File: src/verilog/gyr_consts.svh
`ifndef GYR_CONSTS_SVH
`define GYR_CONSTS_SVH

// ---------------------------------------------------------------
// common bank offsets
// ---------------------------------------------------------------
`define GYR_A_IDENTITY      6'h20
`define GYR_A_BANK_SEL      6'h21
`define GYR_A_SYS_STATE     6'h22
`define GYR_A_RATE_X_HIGH   6'h23
`define GYR_A_RATE_X_LOW    6'h24
`define GYR_A_RATE_Z_HIGH   6'h25
`define GYR_A_RATE_Z_LOW    6'h26
`define GYR_A_TEMP_HIGH     6'h29
`define GYR_A_TEMP_LOW      6'h2a
`define GYR_A_HP_CLEAR      6'h3b
`define GYR_A_QUEUE_LEVEL   6'h3c
`define GYR_A_QUEUE_FLAGS   6'h3d
`define GYR_A_QUEUE_PORT    6'h3e
`define GYR_A_PARITY_CLEAR  6'h3f

// ---------------------------------------------------------------
// user bank 0 offsets and reset values
// ---------------------------------------------------------------
`define GYR_A_POWER_CFG     5'h00
`define GYR_A_FILTER_CFG    5'h01
`define GYR_A_RATE_CFG      5'h02
`define GYR_A_HP_CFG        5'h03
`define GYR_A_READY_CFG     5'h13
`define GYR_A_PIN_IO_CFG    5'h14
`define GYR_A_TWO_WIRE_CFG  5'h15
`define GYR_A_INTERFACE_ONETIME_CONFIG_CFG   5'h16
`define GYR_A_QUEUE_THR     5'h17
`define GYR_A_QUEUE_MODE    5'h18
`define GYR_A_SYNC_CFG      5'h1a
`define GYR_A_SYNC_COUNT    5'h1b

`define GYR_R_POWER_CFG     8'h07
`define GYR_R_FILTER_CFG    8'h28
`define GYR_R_RATE_CFG      8'h23
`define GYR_R_READY_CFG     8'h01
`define GYR_R_TWO_WIRE_CFG  8'h04
`define GYR_R_ZERO          8'h00

// ---------------------------------------------------------------
// misc layout
// ---------------------------------------------------------------
`define GYR_COMMON_BIT      5
`define GYR_BANK_CFG        8'h00
`define GYR_QUEUE_DEPTH     256
`define GYR_QUEUE_AW        8
`define GYR_FLAG_EMPTY      0
`define GYR_FLAG_FULL       1
`define GYR_FLAG_LOST       2

`endif

File: src/verilog/gyr_pkg.sv
package gyr_pkg;
  typedef logic [7:0] gyr_byte_t;
  typedef logic [5:0] gyr_addr_t;
endpackage : gyr_pkg

File: src/verilog/gyr_register_map.sv
// Functional notes
// x rate high at 0x23, low 0x24
// z rate high at 0x25, low 0x26
// temperature high at 0x29, low 0x2a
// write to 0x3f clears parity; reads zero
// queued samples drained through read-only 0x3e
// 0x3c reports available samples, resets zero
// bank 0 holds configuration, not interrupts
// 0x01 filter config resets to 0x28
// 0x16 interface config resets to zero
// bank select at 0x21 maps low page
// common bank 0x20-0x3f always reachable
// read-only/reserved writes ignored, reserved read zero
`timescale 1ns/1ps
`default_nettype none
`include "gyr_consts.svh"
module gyr_register_map #(
  parameter logic [7:0] IDENTITY_CODE = 8'h5a  // arbitrary value
) (
  // clock and reset
  input  wire logic               core_clk,
  input  wire logic               reset,
  // register access from serial front end
  input  wire logic               regWrite,
  input  wire logic               regRead,
  input  wire gyr_pkg::gyr_addr_t regAddr,
  input  wire gyr_pkg::gyr_byte_t regWdata,
  output var  gyr_pkg::gyr_byte_t regRdata,
  // sensor results
  input  wire logic               sampleValid,
  input  wire logic [15:0]        rateX,
  input  wire logic [15:0]        rateZ,
  input  wire logic [15:0]        temperature,
  input  wire gyr_pkg::gyr_byte_t systemState,
  // queue fill side
  input  wire logic               queuePush,
  input  wire gyr_pkg::gyr_byte_t queueData,
  // configuration and control to the core
  output var  gyr_pkg::gyr_byte_t powerModeConfig,
  output var  gyr_pkg::gyr_byte_t filterStabilizationConfig,
  output var  gyr_pkg::gyr_byte_t outputRateConfig,
  output var  gyr_pkg::gyr_byte_t highpassConfig,
  output var  gyr_pkg::gyr_byte_t sampleReadyConfig,
  output var  gyr_pkg::gyr_byte_t pinIoConfig,
  output var  gyr_pkg::gyr_byte_t twoWireConfig,
  output var  gyr_pkg::gyr_byte_t interfaceOnetimeConfig,
  output var  gyr_pkg::gyr_byte_t queueThreshold,
  output var  gyr_pkg::gyr_byte_t queueModeConfig,
  output var  gyr_pkg::gyr_byte_t bankSelection,
  output logic                    highpassClearPulse,
  output logic                    parityClearPulse
);
  import gyr_pkg::*;

  // ---------------------------------------------------------------
  // decode
  // ---------------------------------------------------------------
  logic       isCommon;
  logic       cfgBank;
  logic       cfgWrite;
  logic [4:0] lowAddr;
  gyr_byte_t  rdMux;
  gyr_byte_t  popData;
  logic [8:0] qLevel;
  logic       qLost;
  logic       queuePop;

  // common page never depends on the bank, so bank switching can't lock it out
  assign isCommon = regAddr[`GYR_COMMON_BIT];
  assign cfgBank  = bankSelection == `GYR_BANK_CFG;
  assign cfgWrite = regWrite && !isCommon && cfgBank;
  assign lowAddr  = regAddr[4:0];

  // ---------------------------------------------------------------
  // configuration bank
  // ---------------------------------------------------------------
  always_ff @(posedge core_clk) begin
    if (reset) begin
      powerModeConfig           <= `GYR_R_POWER_CFG;
      filterStabilizationConfig <= `GYR_R_FILTER_CFG;
      outputRateConfig          <= `GYR_R_RATE_CFG;
      highpassConfig            <= `GYR_R_ZERO;
      sampleReadyConfig         <= `GYR_R_READY_CFG;
      pinIoConfig               <= `GYR_R_ZERO;
      twoWireConfig             <= `GYR_R_TWO_WIRE_CFG;
      interfaceOnetimeConfig    <= `GYR_R_ZERO;
      queueThreshold            <= `GYR_R_ZERO;
      queueModeConfig           <= `GYR_R_ZERO;
    end else if (cfgWrite) begin
      case (lowAddr)
        `GYR_A_POWER_CFG:    powerModeConfig <= regWdata;
        `GYR_A_FILTER_CFG:   filterStabilizationConfig <= regWdata;
        `GYR_A_RATE_CFG:     outputRateConfig <= regWdata;
        `GYR_A_HP_CFG:       highpassConfig <= regWdata;
        `GYR_A_READY_CFG:    sampleReadyConfig <= regWdata;
        `GYR_A_PIN_IO_CFG:   pinIoConfig <= regWdata;
        `GYR_A_TWO_WIRE_CFG: twoWireConfig <= regWdata;
        `GYR_A_INTERFACE_ONETIME_CONFIG_CFG:  interfaceOnetimeConfig <= regWdata;
        `GYR_A_QUEUE_THR:    queueThreshold <= regWdata;
        `GYR_A_QUEUE_MODE:   queueModeConfig <= regWdata;
        default: ;
      endcase
    end
  end

  // ---------------------------------------------------------------
  // common bank writable locations
  // ---------------------------------------------------------------
  always_ff @(posedge core_clk) begin
    if (reset) begin
      bankSelection <= `GYR_R_ZERO;
    end else if (regWrite && regAddr == `GYR_A_BANK_SEL) begin
      bankSelection <= regWdata;
    end
  end

  // clear registers are strobes only; nothing is stored
  always_ff @(posedge core_clk) begin
    if (reset) begin
      highpassClearPulse <= 1'b0;
      parityClearPulse   <= 1'b0;
    end else begin
      highpassClearPulse <= regWrite && regAddr == `GYR_A_HP_CLEAR;
      parityClearPulse   <= regWrite && regAddr == `GYR_A_PARITY_CLEAR;
    end
  end

  // ---------------------------------------------------------------
  // result snapshot
  // ---------------------------------------------------------------
  logic [15:0] rateX_q;
  logic [15:0] rateZ_q;
  logic [15:0] temp_q;

  always_ff @(posedge core_clk) begin
    if (reset) begin
      rateX_q <= 16'h0000;
      rateZ_q <= 16'h0000;
      temp_q  <= 16'h0000;
    end else if (sampleValid) begin
      rateX_q <= rateX;
      rateZ_q <= rateZ;
      temp_q  <= temperature;
    end
  end

  // ---------------------------------------------------------------
  // sample queue
  // ---------------------------------------------------------------
  assign queuePop = regRead && regAddr == `GYR_A_QUEUE_PORT;

  gyr_sample_queue uQueue (
    .core_clk  (core_clk),
    .reset     (reset),
    .pushValid (queuePush),
    .pushData  (queueData),
    .popReq    (queuePop),
    .popData   (popData),
    .level     (qLevel),
    .lost      (qLost)
  );

  // ---------------------------------------------------------------
  // read mux
  // ---------------------------------------------------------------
  always_comb begin
    rdMux = `GYR_R_ZERO;
    if (isCommon) begin
      case (regAddr)
        `GYR_A_IDENTITY:     rdMux = IDENTITY_CODE;
        `GYR_A_BANK_SEL:     rdMux = bankSelection;
        `GYR_A_SYS_STATE:    rdMux = systemState;
        `GYR_A_RATE_X_HIGH:  rdMux = rateX_q[15:8];
        `GYR_A_RATE_X_LOW:   rdMux = rateX_q[7:0];
        `GYR_A_RATE_Z_HIGH:  rdMux = rateZ_q[15:8];
        `GYR_A_RATE_Z_LOW:   rdMux = rateZ_q[7:0];
        `GYR_A_TEMP_HIGH:    rdMux = temp_q[15:8];
        `GYR_A_TEMP_LOW:     rdMux = temp_q[7:0];
        // level saturates: 256 entries do not fit a byte
        `GYR_A_QUEUE_LEVEL:  rdMux = qLevel[8] ? 8'hff : qLevel[7:0];
        `GYR_A_QUEUE_FLAGS:  rdMux = {5'h00, qLost, qLevel[8], qLevel == 9'h000};
        `GYR_A_QUEUE_PORT:   rdMux = popData;
        `GYR_A_PARITY_CLEAR: rdMux = `GYR_R_ZERO;
        default:             rdMux = `GYR_R_ZERO;
      endcase
    end else if (cfgBank) begin
      case (lowAddr)
        `GYR_A_POWER_CFG:    rdMux = powerModeConfig;
        `GYR_A_FILTER_CFG:   rdMux = filterStabilizationConfig;
        `GYR_A_RATE_CFG:     rdMux = outputRateConfig;
        `GYR_A_HP_CFG:       rdMux = highpassConfig;
        `GYR_A_READY_CFG:    rdMux = sampleReadyConfig;
        `GYR_A_PIN_IO_CFG:   rdMux = pinIoConfig;
        `GYR_A_TWO_WIRE_CFG: rdMux = twoWireConfig;
        `GYR_A_INTERFACE_ONETIME_CONFIG_CFG:  rdMux = interfaceOnetimeConfig;
        `GYR_A_QUEUE_THR:    rdMux = queueThreshold;
        `GYR_A_QUEUE_MODE:   rdMux = queueModeConfig;
        default:             rdMux = `GYR_R_ZERO;
      endcase
    end
  end

  // read data registered; queue byte is the head before the pop
  always_ff @(posedge core_clk) begin
    if (reset) begin
      regRdata <= 8'h00;
    end else if (regRead) begin
      regRdata <= rdMux;
    end
  end
endmodule : gyr_register_map
`default_nettype wire

File: src/verilog/gyr_sample_queue.sv
`timescale 1ns/1ps
`default_nettype none
`include "gyr_consts.svh"
module gyr_sample_queue (
  // clock and reset
  input  wire logic             core_clk,
  input  wire logic             reset,
  // push side
  input  wire logic             pushValid,
  input  wire gyr_pkg::gyr_byte_t pushData,
  // pop side
  input  wire logic             popReq,
  output var  gyr_pkg::gyr_byte_t popData,
  output var  logic [8:0]       level,
  output var  logic             lost
);
  import gyr_pkg::*;

  // ---------------------------------------------------------------
  // storage
  // ---------------------------------------------------------------
  gyr_byte_t                 mem [`GYR_QUEUE_DEPTH];
  logic [`GYR_QUEUE_AW-1:0]  wrPtr_q;
  logic [`GYR_QUEUE_AW-1:0]  rdPtr_q;
  logic [8:0]                count_q;
  logic                      doPop;
  logic                      doPush;

  // full queue drops new data unless a pop frees a place in the same cycle, a read of an empty queue is a no-op
  assign doPop  = popReq && (count_q != 9'h000);
  assign doPush = pushValid && (count_q != 9'h100 || doPop);

  always_ff @(posedge core_clk) begin
    if (doPush) begin
      mem[wrPtr_q] <= pushData;
    end
  end

  always_ff @(posedge core_clk) begin
    if (reset) begin
      wrPtr_q <= 8'h00;
      rdPtr_q <= 8'h00;
      count_q <= 9'h000;
    end else begin
      if (doPush) begin
        wrPtr_q <= wrPtr_q + 8'h01;
      end
      if (doPop) begin
        rdPtr_q <= rdPtr_q + 8'h01;
      end
      count_q <= count_q + {8'h00, doPush} - {8'h00, doPop};
    end
  end

  always_ff @(posedge core_clk) begin
    if (reset) begin
      lost <= 1'b0;
    end else if (pushValid && !doPush) begin
      lost <= 1'b1;
    end else if (doPop && count_q == 9'h001) begin
      lost <= 1'b0;
    end
  end

  // head shown without a register stage so a byte pushed one cycle
  // earlier is already readable
  assign popData = mem[rdPtr_q];
  assign level   = count_q;
endmodule : gyr_sample_queue
`default_nettype wire

File: config.mk
export PLATFORM = sky130hd
export DESIGN_NAME = gyr_register_map
export DESIGN_NICKNAME = d
export VERILOG_FILES = /design/src/verilog/gyr_pkg.sv /design/src/verilog/gyr_register_map.sv /design/src/verilog/gyr_sample_queue.sv
export VERILOG_INCLUDE_DIRS = /design/src /design/src/verilog
export SDC_FILE = /design/constraint.sdc
export NUM_CORES = 2
export LEC_CHECK = 0
export ABC_AREA = 1
export ABC_CLOCK_PERIOD_IN_PS = 7230
export BUFFER_PORTS_ARGS = -buffer_cell sky130_fd_sc_hd__buf_2
export CORE_MARGIN = 5
export CORE_UTILIZATION = 60
export DETAILED_ROUTE_END_ITERATION = 6
export PLACE_DENSITY_LB_ADDON = 0.15
export SLEW_MARGIN = 40
export SYNTH_ARGS = -nofsm -noshare
export SYNTH_HDL_FRONTEND = slang
export SYNTH_SLANG_ARGS = --single-unit
File: constraint.sdc
create_clock -name core_clk -period 7.23 [get_ports core_clk]
set_clock_uncertainty 0.05 [all_clocks]
set_input_delay 0 -clock core_clk [delete_from_list [all_inputs] [get_ports core_clk]]
set_output_delay 0 -clock core_clk [all_outputs]
set_load 0.03 [all_outputs]
# Word level (Yosys, flattened, before mapping)
# Memories as Yosys holds them, arrays and structs flattened. A register that Yosys moved wholly into a read port is not among the register bits.
# Index checks and enable logic that the tools add are counted.
# W data, S select, Z words.
[op_classes]
addsub = 4
mul = 0
n_div = 0
n_lt_le_gt_ge = 0
n_eq_ne = 25
shifts = 0
muxes = 11
bitwise_logic = 0
reduce_logical = 28
[op_table]
columns = ["operator", "n"]
rows = [
  ["$pmux W8 S12", 1],
  ["$eq A6 B6 Y1 const B", 14],
  ["$pmux W8 S10", 1],
  ["$mux W8", 5],
  ["$eq A5 B5 Y1 const B", 6],
  ["$reduce_and A2 Y1", 10],
  ["$add A8 B1 Y8 const B", 2],
  ["$eq A5 B2 Y1 const B", 2],
  ["$logic_and A1 B1 Y1", 10],
  ["$add A9 B1 Y9", 1],
  ["$eq A9 B1 Y1 const B", 1],
  ["$logic_not A9 Y1", 1],
  ["$ne A9 B9 Y1 const B", 1],
  ["$reduce_bool A9 Y1", 1],
  ["$sub A9 B1 Y9", 1],
  ["$logic_not A8 Y1", 1],
  ["$eq A5 B1 Y1 const B", 1],
  ["$logic_not A5 Y1", 1],
  ["$mux W1", 4],
  ["$logic_not A1 Y1", 2],
  ["$reduce_bool A2 Y1", 1],
  ["$logic_or A1 B1 Y1", 1],
]
[word_totals]
register_bits = 172
latchBits = 0
ram_bits = 2048
romBits = 0
in_bits = 84
output_inout_bits = 98
wordCells = 90
n_memories = 1
[mem_list]
columns = ["memory", "words", "width", "rd", "rd_ports_with_merged_regs", "wr", "line_no", "source"]
rows = [
  ["uQueue.mem", 256, 8, 1, 1, 1, "gyr_sample_queue.sv:22", "gyr_byte_t mem [`GYR_QUEUE_DEPTH];"],
]

# Logic depth before layout (Yosys ltp)
[logic_depth]
depth_word = 8
mapped_depth = 24

# By module
# Synthesis repeated with hierarchy kept, for this count alone.
[unflattened]
hier_cells = 8203
hier_area_um2 = 91953.2
[modules_own_cells]
columns = ["module", "instances", "cells_each", "area_per_inst_um2", "seq_area_each_um2"]
rows = [
  ["gyr_sample_queue", 1, 7146, 84822.6, 62179.6],
  ["gyr_register_map", 1, 1057, 7130.6, 2922.8],
]

# Worst setup path before layout
# No wires, ideal clock.
[synth_path]
path_kind = "flip-flop to flip-flop"
start = "reg uQueue.count_q[4], in the netlist uQueue.level[4]"
end = "reg uQueue.count_q[8], in the netlist uQueue.level[8]"
setup_time_ns = 0.120
t_arrival_ns = 2.948
setup_slack_ns = 4.112
stages_incl_launch_ff = 25
path_buffers = 1
period_less_slack_ns = 3.118
path_cell_list = "dfxtp_1 -> inv_1 -> ha_1 -> nand2_1 -> inv_1 -> nand4_1 -> or2_2 -> nand3_2 -> nand2_2 -> nand2_4 -> inv_6 -> buf_8 -> ha_1 -> inv_1 -> fa_1 -> o21ai_0 -> a21oi_1 -> nor2_1 -> nor2_1 -> o21ai_0 -> nand2_1 -> nand2_1 -> a21oi_1 -> o21ai_0 -> a21oi_1"
[synth_between]
elab_chain_cells = 6
[synth_lines]
columns = ["item", "line_no", "source"]
rows = [
  ["start, declared", "gyr_sample_queue.sv:25", "logic [8:0] count_q;"],
  ["start signal, assigned", "gyr_sample_queue.sv:51", "count_q <= count_q + {8'h00, doPush} - {8'h00, doPop};"],
  ["$reduce_bool A9 Y1", "gyr_sample_queue.sv:30", "assign doPop = popReq && (count_q != 9'h000);"],
  ["$logic_and A1 B1 Y1", "gyr_sample_queue.sv:30", ""],
  ["$logic_or A1 B1 Y1 (*)", "gyr_sample_queue.sv:31", "assign doPush = pushValid && (count_q != 9'h100 || doPop);"],
  ["$logic_and A1 B1 Y1 (*)", "gyr_sample_queue.sv:31", ""],
  ["via uQueue.doPush", "gyr_sample_queue.sv:27", "logic doPush;"],
  ["$add A9 B1 Y9 (*)", "gyr_sample_queue.sv:51", ""],
  ["$sub A9 B1 Y9 (*)", "gyr_sample_queue.sv:51", ""],
]
# The timed path passes the listed nets; every way through them passes the cells marked *.
# A chain may end at the register's enable or synchronous reset.

==> results.txt <==
* Run status: finished, violations left
- The final reports fail on DRC.
- Number of global-route vias before repair: between 60000 and 70000
- Post-cts sizing count: 0
- The worst pin sits at a relative slew slack of around two fifths.
* Height of the die: approximately 400 um
- Once the floorplan was initialized, standard cells occupied 60.1% of the core.
- The worst register-to-register path ends at regRdata[0]$_SDFFE_PP0P_.
* LEAKAGE: about 36 nW
- In this run the worst path has a maximum fanout of 113.
- Max-cap violations in this run came to 0.
* Top FF cell, synth: edfxtp_1
- Number of antenna violations at the first check in global routing: 6
- Number of nets with antenna violations after detailed routing: 0
- Number of iterations in the first detailed-routing pass: 7
- DRC violations left: 5
* Multi-input gate area in the final layout: 0.0228 mm2
- For this run, the share of the core covered by cells in the final layout is 67.6%.
- Counting flops and latches in the post-synthesis netlist gives 2228.
- TritonCTS built the clock tree.
- Dividing the detail-routed via count by the number of cells gives around 6.2.
- TNS Setup: 0 ns
- WP data arrival: 4.93 ns
* Largest net degree at the start of global routing: 197
- The tree built by TritonCTS fans out to 2228 sinks.
* Worst min-delay path class: in2reg
* Post-CTS Repair Setup Buffers: 0
- Leftover overflow at the end of global routing: 0
* Power per cell area: 255 mW/mm2
- In this run the cell area of the synthesized design comes to 0.0910 mm2.
* Type of the worst setup path: reg2reg
- The die covers ~0.16 mm2.
- In this run the standard cell core region covers 0.151 mm2.
* Max Freq: 240 MHz
- Total nets after synthesis: 8104
- Unique cell type count in the Yosys netlist: 49
- The congestion estimate from routability-driven global placement came to 0.946.
- During synthesis, Yosys emitted a total of 0 warnings.
- Ratio of cells with drive above 1 in the final layout: 8.06%
* DP Wirelength: 148000 um
* Transition time at the pin with the least slew margin: 0.930 ns
- Register-to-Register Setup Slack: 3.06 ns
- At the worst endpoint, the required time is 7.99 ns.
* Buffers from clock root to sink, at most: 3
- 182 I/O pins were placed.
* Routed WL: roughly 260000 um
- Total of fill cells in the finished design: 10800
- Sequential cell area: 0.0651 mm2
- Summing all non-filler instances in the final layout gives an area of 0.102 mm2.
- Setup repair after global routing left no endpoint under its margin.
- After layout, the minimum clock period comes to 4.17 ns.
* Cell area after placement: ~0.093 mm2
- After layout, the design draws a total of 26.1 mW.
- From synthesis to final layout, the design area changed by 12.4%.
* Cts bufs inserted: about 210
* Iteration-0 DRC Markers: 8587
- Counting flops with a built-in enable in the synthesized netlist gives 2048.
* Final Slew Violations: 0
* Number of rows in the core area: 143
- Insertion delay to the later sink of the worst-skew pair: 0.86 ns
- Type of element launching the critical path: register
* Nature of the critical path endpoint: register
* Count of buffers from port buffering: about 180
* Total vias in the final route: 64700
* Sequential area share after synthesis: a little under three quarters
- Width of the die: 399 um
* Clock slew seen by the registers of the worst setup and hold paths: 0.06 ns
- Wire length of the first global-routing pass: 389000 um
- Global-route total usage across every layer: 32.5%
* Capture point of the critical path: regRdata[0]$_SDFFE_PP0P_
- Synthesis handed over a netlist of about 8000 instances.
- In the final routed layout, each cell accounts on average for 25.5 um.
* Number of H-tree levels: 4
- In the final design database the tool counted 8248 nets.
- For this run, asynchronously set or reset flops after synthesis account for 0%.
* Avg Cell Area, Syn: 11.4 um2
- After layout, the worst path uses between 50% and 60% of the clock period.
- Worst Reg2Reg Path Length in Cells: 16
- Setup violations remaining at the end of the flow were counted as 0.
* Final Hold Viols: 0
- The tree is rooted in a clkbuf_16.
- IR analysis of the VDD net gives a maximum drop of 0.240 mV.
==> area by class of cell <==
| class | count | share of cell area [%] |
|---|---|---|
| multi-input cells | 5053 | 22.3 |
| clock inverters | 129 | 1.11 |
| inverters | 190 | 0.744 |
| flip-flops and latches | 2228 | 63.7 |
| well taps | 2030 | 2.48 |
| repair buffers | 459 | 4.13 |
| clock buffers | 269 | 5.52 |
| diodes | 6 | 0.0147 |
==> kinds of logic (layout without fill, tap and decap cells) <==
| family | after synthesis | count (layout) | share of synthesized area (%) |
|---|---|---|---|
| other cells | 0 | 6 | 0 |
| flops | 2228 | 2228 | 71.5 |
| xor+xnor | 1 | 1 | 0.00963 |
| simple gates | 4659 | 4659 | 22.4 |
| buf+inv | 721 | 1047 | 3.59 |
| compound gates | 375 | 375 | 2.20 |
| fa+ha+maj | 18 | 18 | 0.256 |
==> Yosys cell counts (9+ instances only) <==
library cell | n | area [um2]
clkbuf_1 | 175 | 657
nand2_1 | 2161 | 8110
buf_1 | 39 | 146
nand3_1 | 2070 | 10400
buf_4 | 9 | 67.6
nor2_1 | 372 | 1400
o22ai_1 | 31 | 194
inv_1 | 179 | 672
dfxtp_1 | 180 | 3600
buf_2 | 287 | 1440
edfxtp_1 | 2048 | 61500
a21oi_1 | 149 | 746
nand4_1 | 10 | 62.6
o21ai_0 | 163 | 816
buf_6 | 20 | 225
ha_1 | 17 | 213
==> metal layers <==
metal,up-vias,global-route usage [%],share of wire (%)
met5,-,0,0.0083
met4,4,13.8,4.7
met3,722,7.29,11
met2,3914,50.2,46
met1,31500,45.1,38
li1,28600,-,-
==> worst min path at each step <==
stage | start | endpoint | slack (ns) | cells after the start
finish | queueData[4] | uQueue.mem[125][4]$_DFFE_PP_ | 0.06 | 2
global route | queueData[4] | uQueue.mem[126][4]$_DFFE_PP_ | 0.05 | 2
CTS | regWdata[6] | sampleReadyConfig[6]$_SDFFE_PP0P_ | 0.02 | 4
detailed placement | rateX[15] | rateX_q[15]$_SDFFE_PP0P_ | 0.19 | 3
global placement | rateX[9] | rateX_q[9]$_SDFFE_PP0P_ | 0.18 | 3
floorplan | regAddr[2] | highpassClearPulse$_SDFF_PP0_ | 0.03 | 1
==> flip-flops by register name, summed over array words and instances, names as in the netlist, 9 cells and up, named ones only <==
name          count
uQueue.mem     2048
temp_q           16
rateZ_q          16
uQueue.level      9
rateX_q          16
==> through the flow <==
| stage | cells | hold WS (ns) | setup slack (ns) |
|---|---|---|---|
| floorplan | 8002 | 0.0268 | 4.11 |
| global placement | 9748 | 0.182 | 3.03 |
| detailed placement | 9766 | 0.185 | 3.05 |
| CTS | 10400 | 0.0184 | 3.01 |
| global route | 10400 | 0.0473 | 2.90 |
| finish | 10400 | 0.0635 | 3.06 |
==> placed cells by master (no fill, tap or decap), types with 4 or more instances in the layout <==
cell / n
clkinv_8: 5
inv_2: 5
o2111ai_1: 5
clkbuf_1: 50
buf_16: 17
clkinv_2: 39
clkbuf_16: 217
buf_2: 173
diode_2: 6
inv_6: 5
nand2_2: 10
edfxtp_1: 2048
inv_1: 175
o21ai_0: 163
nor3_1: 7
nor2_2: 50
clkinvlp_4: 4
o211ai_1: 5
nor2_1: 330
buf_4: 39
nand4_4: 6
clkinv_1: 62
nand3_1: 2067
a31oi_1: 7
a21oi_1: 149
buf_12: 24
bufinv_16: 16
dlygate4sd3_1: 186
nand3_2: 5
buf_8: 8
ha_1: 17
nand4_1: 10
buf_6: 11
o22ai_1: 31
nand2_1: 2153
dfxtp_4: 4
dfxtp_1: 174
==> what timing repair did <==
action / 4_1_cts / 5_1_grt
endpoints found under the hold margin: 1180 / 0
endpoints found under the setup margin: 0 / 0
hold buffers: 186 / 0
==> where the power goes <==
part           switching, mW  total (mW)  internal (mW)  leakage (nW)
logic                  0.710       0.981          0.271          12.6
registers             0.0409        14.2           14.1          19.9
clock network           4.82        10.9           6.10          3.31
==> critical path: stages (launching register included) <==
cell and delay, ns:
dfxtp_4 0.60, buf_12 0.29, buf_4 0.68, buf_12 0.40, buf_16 0.39, nand2_1 0.12, nand3_1 0.11, nand3_1 0.09
nand3_1 0.18, nand3_1 0.12, nand3_1 0.21, nand3_1 0.23, nand3_1 0.17, nand3_1 0.08, nand3_1 0.08, nand2_1 0.06
inv_1 0.05
Power figures use the tool's default switching activity.
